$ cat config.mk
export PLATFORM = sky130hd
export DESIGN_NAME = slmi_lane_map_invert
export DESIGN_NICKNAME = d
export VERILOG_FILES = /design/src/slmi_pkg.sv /design/src/slmi_lane_xbar.sv /design/src/slmi_lane_map_invert.sv
export SDC_FILE = /design/constraint.sdc
export NUM_CORES = 1
export LEC_CHECK = 0
export ABC_AREA = 1
export BUFFER_PORTS_ARGS = -buffer_cell sky130_fd_sc_hd__buf_4
export CORE_ASPECT_RATIO = 1.1
export CORE_UTILIZATION = 48
export DETAILED_ROUTE_END_ITERATION = 12
export PLACE_DENSITY = 0.77
export SYNTH_ARGS = -nofsm -noshare
export SYNTH_HDL_FRONTEND = slang
export SYNTH_SLANG_ARGS = --single-unit
$ cat constraint.sdc
create_clock -name core_clk -period 1.1 [get_ports core_clk]
set_input_delay 0.055 -clock core_clk [delete_from_list [all_inputs] [get_ports core_clk]]
set_output_delay 0.055 -clock core_clk [all_outputs]
set_load 0.02 [all_outputs]
$ cat src/slmi_pkg.sv
package slmi_pkg;

  // ********************************************************
  // dimensions
  // ********************************************************
  localparam int NUM_LANES = 8;
  localparam int SEL_W = 3;
  localparam int ADDR_W = 15;
  localparam int DATA_W = 8;

  typedef logic [SEL_W-1:0] slmi_sel_t;
  typedef logic [ADDR_W-1:0] slmi_addr_t;
  typedef logic [DATA_W-1:0] slmi_data_t;

  // ********************************************************
  // register offsets
  // ********************************************************
  localparam slmi_addr_t MAP_ZERO_ONE_ADDR = 15'h05B2;
  localparam slmi_addr_t MAP_TWO_THREE_ADDR = 15'h05B3;
  localparam slmi_addr_t MAP_FOUR_FIVE_ADDR = 15'h05B5;
  localparam slmi_addr_t MAP_SIX_SEVEN_ADDR = 15'h05B6;
  localparam slmi_addr_t POLARITY_INVERT_ADDR = 15'h05BF;

  // ********************************************************
  // field positions inside a lane map register
  // ********************************************************
  localparam int EVEN_SEL_LSB = 0;
  localparam int ODD_SEL_LSB = 4;
  localparam int EVEN_RSVD_BIT = 3;
  localparam int ODD_RSVD_BIT = 7;

  // ********************************************************
  // reset values and the lane map write mask
  // ********************************************************
  localparam slmi_data_t MAP_ZERO_ONE_RST = 8'h10;
  localparam slmi_data_t MAP_TWO_THREE_RST = 8'h32;
  localparam slmi_data_t MAP_FOUR_FIVE_RST = 8'h54;
  localparam slmi_data_t MAP_SIX_SEVEN_RST = 8'h76;
  localparam slmi_data_t POLARITY_INVERT_RST = 8'h00;
  localparam slmi_data_t MAP_WRITE_MASK = 8'h77;

  // ********************************************************
  // register access request from the serial control port
  // ********************************************************
  typedef struct packed {
    slmi_addr_t addr;
    slmi_data_t wdata;
    logic wr;
    logic rd;
  } slmi_req_s;

endpackage : slmi_pkg

$ cat src/slmi_lane_xbar.sv
`timescale 1ns/1ps
module slmi_lane_xbar #(
  parameter int LANE_W = 1
) (
  input wire logic core_clk,
  input wire logic reset,
  input wire logic [slmi_pkg::NUM_LANES*slmi_pkg::SEL_W-1:0] sel,
  input wire logic [slmi_pkg::NUM_LANES-1:0] invert,
  input wire logic [slmi_pkg::NUM_LANES*LANE_W-1:0] logical_lane,
  output logic [slmi_pkg::NUM_LANES*LANE_W-1:0] serial_output_lane
);

  logic [slmi_pkg::NUM_LANES*LANE_W-1:0] lane_d;
  logic [slmi_pkg::NUM_LANES*LANE_W-1:0] lane_q;
  slmi_pkg::slmi_sel_t idx;

  // ********************************************************
  // crossbar and polarity
  // ********************************************************
  always_comb begin
    lane_d = '0;
    idx = '0;
    for (int p = 0; p < slmi_pkg::NUM_LANES; p++) begin
      idx = sel[p*slmi_pkg::SEL_W +: slmi_pkg::SEL_W];
      // plain binary index picks the logical lane
      lane_d[p*LANE_W +: LANE_W] = logical_lane[idx*LANE_W +: LANE_W]
                                   ^ {LANE_W{invert[p]}};
    end
  end

  always_ff @(posedge core_clk) begin
    if (reset) begin
      lane_q <= '0;
    end else begin
      lane_q <= lane_d;
    end
  end

  assign serial_output_lane = lane_q;

endmodule : slmi_lane_xbar

$ cat src/slmi_lane_map_invert.sv
`timescale 1ns/1ps
module slmi_lane_map_invert #(
  parameter int LANE_W = 1
) (
  input wire logic core_clk,
  input wire logic reset,
  input slmi_pkg::slmi_req_s reg_req,
  output slmi_pkg::slmi_data_t reg_rdata,
  output logic reg_rvalid,
  input wire logic [slmi_pkg::NUM_LANES*LANE_W-1:0] logical_lane,
  output logic [slmi_pkg::NUM_LANES*LANE_W-1:0] serial_output_lane,
  output logic [slmi_pkg::NUM_LANES*slmi_pkg::SEL_W-1:0] lane_sel
);

  // ********************************************************
  // register state
  // ********************************************************
  slmi_pkg::slmi_data_t map01_q, map01_d;
  slmi_pkg::slmi_data_t map23_q, map23_d;
  slmi_pkg::slmi_data_t map45_q, map45_d;
  slmi_pkg::slmi_data_t map67_q, map67_d;
  slmi_pkg::slmi_data_t inv_q, inv_d;
  slmi_pkg::slmi_data_t rdata_q, rdata_d;
  logic rvalid_q, rvalid_d;

  // ********************************************************
  // helpers
  // ********************************************************
  function automatic slmi_pkg::slmi_data_t map_write(input slmi_pkg::slmi_data_t wd);
    // reserved bits never store
    map_write = wd & slmi_pkg::MAP_WRITE_MASK;
  endfunction : map_write

  // a write strobe wins over a read strobe in the same cycle
  function automatic logic write_hit(
    input slmi_pkg::slmi_req_s req,
    input slmi_pkg::slmi_addr_t addr
  );
    write_hit = req.wr && (req.addr == addr);
  endfunction : write_hit

  function automatic slmi_pkg::slmi_sel_t even_sel(input slmi_pkg::slmi_data_t r);
    even_sel = r[slmi_pkg::EVEN_SEL_LSB +: slmi_pkg::SEL_W];
  endfunction : even_sel

  function automatic slmi_pkg::slmi_sel_t odd_sel(input slmi_pkg::slmi_data_t r);
    odd_sel = r[slmi_pkg::ODD_SEL_LSB +: slmi_pkg::SEL_W];
  endfunction : odd_sel

  function automatic slmi_pkg::slmi_data_t read_mux(
    input slmi_pkg::slmi_addr_t addr,
    input slmi_pkg::slmi_data_t m01,
    input slmi_pkg::slmi_data_t m23,
    input slmi_pkg::slmi_data_t m45,
    input slmi_pkg::slmi_data_t m67,
    input slmi_pkg::slmi_data_t inv
  );
    case (addr)
      slmi_pkg::MAP_ZERO_ONE_ADDR: read_mux = m01;
      slmi_pkg::MAP_TWO_THREE_ADDR: read_mux = m23;
      slmi_pkg::MAP_FOUR_FIVE_ADDR: read_mux = m45;
      slmi_pkg::MAP_SIX_SEVEN_ADDR: read_mux = m67;
      slmi_pkg::POLARITY_INVERT_ADDR: read_mux = inv;
      // unmapped offsets read as zero
      default: read_mux = 8'h00;
    endcase
  endfunction : read_mux

  // ********************************************************
  // lane map, physical lanes 0 and 1
  // ********************************************************
  always_comb begin
    map01_d = map01_q;
    if (write_hit(reg_req, slmi_pkg::MAP_ZERO_ONE_ADDR)) begin
      map01_d = map_write(reg_req.wdata);
    end
  end

  always_ff @(posedge core_clk) begin
    if (reset) begin
      map01_q <= slmi_pkg::MAP_ZERO_ONE_RST;
    end else begin
      map01_q <= map01_d;
    end
  end

  // ********************************************************
  // lane map, physical lanes 2 and 3
  // ********************************************************
  always_comb begin
    map23_d = map23_q;
    if (write_hit(reg_req, slmi_pkg::MAP_TWO_THREE_ADDR)) begin
      map23_d = map_write(reg_req.wdata);
    end
  end

  always_ff @(posedge core_clk) begin
    if (reset) begin
      map23_q <= slmi_pkg::MAP_TWO_THREE_RST;
    end else begin
      map23_q <= map23_d;
    end
  end

  // ********************************************************
  // lane map, physical lanes 4 and 5
  // ********************************************************
  always_comb begin
    map45_d = map45_q;
    if (write_hit(reg_req, slmi_pkg::MAP_FOUR_FIVE_ADDR)) begin
      map45_d = map_write(reg_req.wdata);
    end
  end

  always_ff @(posedge core_clk) begin
    if (reset) begin
      map45_q <= slmi_pkg::MAP_FOUR_FIVE_RST;
    end else begin
      map45_q <= map45_d;
    end
  end

  // ********************************************************
  // lane map, physical lanes 6 and 7
  // ********************************************************
  always_comb begin
    map67_d = map67_q;
    if (write_hit(reg_req, slmi_pkg::MAP_SIX_SEVEN_ADDR)) begin
      map67_d = map_write(reg_req.wdata);
    end
  end

  always_ff @(posedge core_clk) begin
    if (reset) begin
      map67_q <= slmi_pkg::MAP_SIX_SEVEN_RST;
    end else begin
      map67_q <= map67_d;
    end
  end

  // ********************************************************
  // polarity, one bit per physical lane
  // ********************************************************
  always_comb begin
    inv_d = inv_q;
    if (write_hit(reg_req, slmi_pkg::POLARITY_INVERT_ADDR)) begin
      inv_d = reg_req.wdata;
    end
  end

  always_ff @(posedge core_clk) begin
    if (reset) begin
      inv_q <= slmi_pkg::POLARITY_INVERT_RST;
    end else begin
      inv_q <= inv_d;
    end
  end

  // ********************************************************
  // read response, one cycle after the read strobe
  // ********************************************************
  always_comb begin
    rdata_d = rdata_q;
    rvalid_d = 1'h0;
    if (reg_req.rd && !reg_req.wr) begin
      rvalid_d = 1'h1;
      rdata_d = read_mux(reg_req.addr, map01_q, map23_q, map45_q, map67_q, inv_q);
    end
  end

  always_ff @(posedge core_clk) begin
    if (reset) begin
      rdata_q <= 8'h00;
      rvalid_q <= 1'h0;
    end else begin
      rdata_q <= rdata_d;
      rvalid_q <= rvalid_d;
    end
  end

  // ********************************************************
  // register port outputs
  // ********************************************************
  assign reg_rdata = rdata_q;
  assign reg_rvalid = rvalid_q;

  // ********************************************************
  // selector bus, physical lane p at bits 3p+2 down to 3p
  // ********************************************************
  always_comb begin
    lane_sel = '0;
    lane_sel[0*slmi_pkg::SEL_W +: slmi_pkg::SEL_W] = even_sel(map01_q);
    lane_sel[1*slmi_pkg::SEL_W +: slmi_pkg::SEL_W] = odd_sel(map01_q);
    lane_sel[2*slmi_pkg::SEL_W +: slmi_pkg::SEL_W] = even_sel(map23_q);
    lane_sel[3*slmi_pkg::SEL_W +: slmi_pkg::SEL_W] = odd_sel(map23_q);
    lane_sel[4*slmi_pkg::SEL_W +: slmi_pkg::SEL_W] = even_sel(map45_q);
    lane_sel[5*slmi_pkg::SEL_W +: slmi_pkg::SEL_W] = odd_sel(map45_q);
    lane_sel[6*slmi_pkg::SEL_W +: slmi_pkg::SEL_W] = even_sel(map67_q);
    lane_sel[7*slmi_pkg::SEL_W +: slmi_pkg::SEL_W] = odd_sel(map67_q);
  end

  // ********************************************************
  // lane steering
  // ********************************************************
  slmi_lane_xbar #(
    .LANE_W(LANE_W)
  ) u_xbar (
    .core_clk(core_clk),
    .reset(reset),
    .sel(lane_sel),
    .invert(inv_q),
    .logical_lane(logical_lane),
    .serial_output_lane(serial_output_lane)
  );

endmodule : slmi_lane_map_invert

**Word-level counts from Yosys, hierarchy flattened**

Index checks and enable logic that the tools add are counted.

- Memories: 0
- Bits in latches: 0
- Register bits after elaboration: 49
- Logic and storage cells: 38
- Memory bits (read-only): 0
- Input bits: 35
- Output and inout port bits: 41
- Memory bits (writable): 0

- Eq/ne operators: 5
- Reductions and logical operators: 7
- Muxes and demuxes: 2
- $mul: 0
- Divide/modulo/power cells: 0
- $add $sub $neg: 0
- Shift-type cells: 8
- Bitwise logic cells: 8
- Magnitude comparators: 0

Operators by type and width:

| kind | count |
|---|---|
| $eq A15 B11 Y1 const B | 5 |
| $shiftx A8 B4 Y1 | 8 |
| $pmux W8 S5 | 1 |
| $xor A1 B1 Y1 | 8 |
| $logic_and A1 B1 Y1 | 6 |
| $logic_not A1 Y1 | 1 |
| $mux W1 | 1 |

**Depth between registers and ports, before layout**

- Word-level depth: 3
- Mapped depth: 9
- Depth with buffers taken out: 9

**Modules after synthesis**

From an unflattened synthesis, not the netlist that was laid out.

- Cells, all modules: 462
- Area total of the unflattened synthesis: 2885.3 µm²

Modules (own cells, without submodules):

| module | sequential area each (µm²) | times used | cells an instance | area each (µm²) |
|---|---|---|---|---|
| slmi_lane_map_invert | 820.8 | 1 | 273 | 1905.6 |
| slmi_lane_xbar | 160.2 | 1 | 189 | 979.7 |

**Worst setup path after synthesis**

OpenSTA, ideal clock, no wires.

- Path type: register to register
- Start: register map45_q[0]
- End: register u_xbar.lane_q, in the netlist u_xbar.serial_output_lane[4]
- Arrival time: 1181 ps
- Period minus slack after synthesis: 1293 ps
- Required time: 987 ps
- Cell stages (with the launch flop): 9
- Setup time: 113 ps
- Path slack: -193 ps
- Path through: dfxtp_1 clkbuf_1 o21ai_0 o21ai_0 nand2_1 nand2_1 nand2_1 nand2_1 nor2_1

- Longest elaborated chain between the ends: 2

RTL lines:

| what | RTL line | source |
|---|---|---|
| start, declared | slmi_lane_map_invert.sv:20 | `slmi_pkg::slmi_data_t map45_q, map45_d;` |
| start signal, assigned | slmi_lane_map_invert.sv:117 | `map45_q <= slmi_pkg::MAP_FOUR_FIVE_RST;` |
| start signal, assigned | slmi_lane_map_invert.sv:119 | `map45_q <= map45_d;` |
| $shiftx A8 B4 Y1 | slmi_lane_xbar.sv:26 | `lane_d[p*LANE_W +: LANE_W] = logical_lane[idx*LANE_W +: LANE_W]` |
| $xor A1 B1 Y1 | slmi_lane_xbar.sv:27 | `^ {LANE_W{invert[p]}};` |
| end signal, assigned | slmi_lane_xbar.sv:35 | `lane_q <= lane_d;` |
| end, declared | slmi_lane_xbar.sv:14 | `logic [slmi_pkg::NUM_LANES*LANE_W-1:0] lane_q;` |

Every way passes these cells.
A chain may end at the register's enable or synchronous reset.

**Worst setup path in the final report**

Ends and elaborated chain as after synthesis.

==> metrics <==
ANT nets after route=0; worst skew pair latency=0.31 ns; fillers=462; post-layout net count=575; total grt overflow=0; Hold Fails Final Rpt=0; max capacitance violation total=0; top cells by area, synth=dfxtp_1 35%, nand2_1 13%, a21oi_1 8.6%; synthesized area=2809 um2; Synth area leader=dfxtp_1; Hold Startpoint=reg_req[9]; maximum clock path buffer count=2; pin slew with the least headroom to its limit=0.3432 ns; hold path depth=3; CP endpoint kind=flip-flop; vias=3478; pin count of the biggest net entering global routing=27; VDD IR max=0.6679 mV; Cell Int Power=2.440 mW; WL/cell=15.82 um; Worst Path Arrival=1.38 ns; fin crit share=102.3%; Slew HR=77.09%; fin crit period=1.125 ns; number of warning messages in the yosys log=0; hold-fix buffers at CTS=0; clock skew=0.007134 ns; # rows=28; Yosys cell types=24; I/O Pins=76; DRC=0; Peak Freq=888.8 MHz; antenna violations before repair=0; WP data required=1.36 ns; Syn Nets=463; H-Tree Depth=2; crit path launch=map45_q[0]$_SDFFE_PP0P_; final wirelength=9.747 mm; failing checks=setup timing; final setup fails=3; Layout Cells excl Fill=616; antenna diode count=0; outcome=finished with violations; Net Switching=959.9 uW; combinational share of power=15.7%; P_leak=1.824 nW; CP max FO=6; area of the multi-input gates=1623 um2; CP Launch Type=flip-flop; first-pass GRT wire length=14.51 mm; Hold WC Path Type=input port to flip-flop; Synth top area share=34.92%; final hold slack=0.02276 ns; CTS sink cnt=49; gpl congestion=0.9963; design area=3981 um2; RSZ-0062 raised after global routing=yes; Register Area=1026 um2; Clock power frac=31.8%; ratio of cells with drive above 1 in the final layout=33.83%; Die W=74.94 um; initial DRC count=354; vias in the first global route=2902; Root Driver=clkbuf_8; HPWL after DPL=6.945 mm; crit path kind=flip-flop to flip-flop; max-slew violation count=0; Worst R2R Start=map45_q[0]$_SDFFE_PP0P_; Die Footprint=6162 um2; r2r setup slk=-0.03 ns; syn avg cell area=6.563 um2; Placed Cells=598; Cell Pwr Density=854.0 nW/um2; CTS tree=yes; vias per cell=5.646; CTS clk-pin slew, worst paths=0.09 ns; post-layout worst setup margin=-0.02508 ns; sequential fraction of the synthesis area=34.92%; Sw Share=28.23%; Die Span Y=82.23 um; Post-Syn Instances=428; Worst R2R Path Depth=8; core box area=5500 um2; total CTS buffers=5; placed cell areas=3712 um2; GRT Total Usage=31.81%; Seq pwr share=52.6%; layout overhead on the synthesized area=41.74%; First-pass DRT Iterations=6; flops & latches, synth=49; # port buffers=75; Starting Density=51.07%
## Yosys cell counts
cell      instances
nand3_2           3
buf_6             2
nand2_1          99
dfxtp_1          49
nor2_2            2
nor2_4            5
nor2b_1           1
nor2_1           27
clkbuf_1         11
nand2_2           2
inv_2             1
nor3_1            2
buf_2             6
nand4_1          24
o21ai_0          46
clkinv_1          2
nand3b_1          4
clkinv_2          1
o211ai_1         20
and2b_1           1
and2_4            1
a21oi_1          48
nand3_1          27
inv_1            44
## power groups by stage
| stage | registers [mW] | clock network, mW | logic, mW |
|---|---|---|---|
| after CTS | 1.80 | 1.08 | 0.508 |
| after floorplan | 1.89 | 0 | 0.183 |
| after detailed placement | 1.85 | 0 | 0.505 |
| after global placement | 1.85 | 0 | 0.498 |
| after global routing | 1.79 | 1.16 | 0.573 |
| final | 1.79 | 1.08 | 0.533 |
## cells by family (layout without fill, tap and decap cells)
logic type / Yosys count / after routing / share of synthesized area (%)
flops: 49 / 49 / 34.92
compound gates: 114 / 114 / 22.09
buf+inv: 67 / 180 / 9.799
simple gates: 198 / 198 / 33.19
## path summary, 6_finish.rpt
kind / end
max: u_xbar.serial_output_lane[4]$_SDFF_PP0_
min: inv_q[7]$_SDFFE_PP0P_
max reg2reg: u_xbar.serial_output_lane[4]$_SDFF_PP0_
min reg2reg: reg_rdata[3]$_SDFFE_PP0P_
## cell type report
| type | count | share of cell area [%] |
|---|---|---|
| inverters | 48 | 4.557 |
| clock buffers | 5 | 1.728 |
| clock inverters | 3 | 0.4400 |
| multi-input cells | 312 | 40.76 |
| flip-flops and latches | 49 | 25.77 |
| well taps | 75 | 2.357 |
| repair buffers | 124 | 24.39 |
## state kept, by name, summed over array words and instances, names as in the netlist
name                       count
map23_q                        6
reg_rvalid                     1
map67_q                        6
inv_q                          8
u_xbar.serial_output_lane      8
map45_q                        6
map01_q                        6
reg_rdata                      8
## routing by layer
layer	vias up	track usage [%]	part of all wire [%]
met4	0	14.91	4.7
met5	-	0	0
met1	1539	40.82	40
met3	44	5.583	8.4
li1	1674	-	-
met2	221	51.53	47
## repair_timing
action,CTS,global route
buffers inserted,0,10
pin swaps,0,15
endpoints found under the setup margin,5,19
gates cloned,0,0
gates resized for setup,10,45
## layout by cell type, fill, tap and decap left out, types with 3 or more instances in the layout
master,count
a21oi_1,40
a21oi_2,8
buf_4,118
buf_6,4
clkbuf_8,5
clkinv_2,3
dfxtp_1,33
dfxtp_2,6
dfxtp_4,10
inv_1,43
nand2_1,95
nand2_2,6
nand3_1,25
nand3_2,5
nand3b_1,4
nand4_1,24
nor2_1,26
nor2_2,3
nor2_4,5
o211ai_1,20
o21ai_0,28
o21ai_1,16
## per-stage QoR
step	setup TNS (ns)	power [mW]	worst slack (ns)	utilization, %
4_1_cts	-0.01132	3.390	-0.01132	69.40
2_1_floorplan	-0.05137	2.071	-0.05137	-
6_report	-0.04129	3.400	-0.02508	72.38
3_3_place_gp	-3.077	2.349	-0.1465	67.49
3_5_place_dp	-4.885	2.356	-0.1743	67.49
5_1_grt	-0.7404	3.521	-0.09713	72.38
## worst max-delay path, stage by stage, from the launching register on
cell and delay, ns:
dfxtp_4 0.38, buf_6 0.13, o21ai_2 0.09, o21ai_1 0.07, nand2_1 0.10, nand2_2 0.09, nand2_1 0.06, nand2_1 0.05
nor2_1 0.10
(Power assumes the default switching activity.)
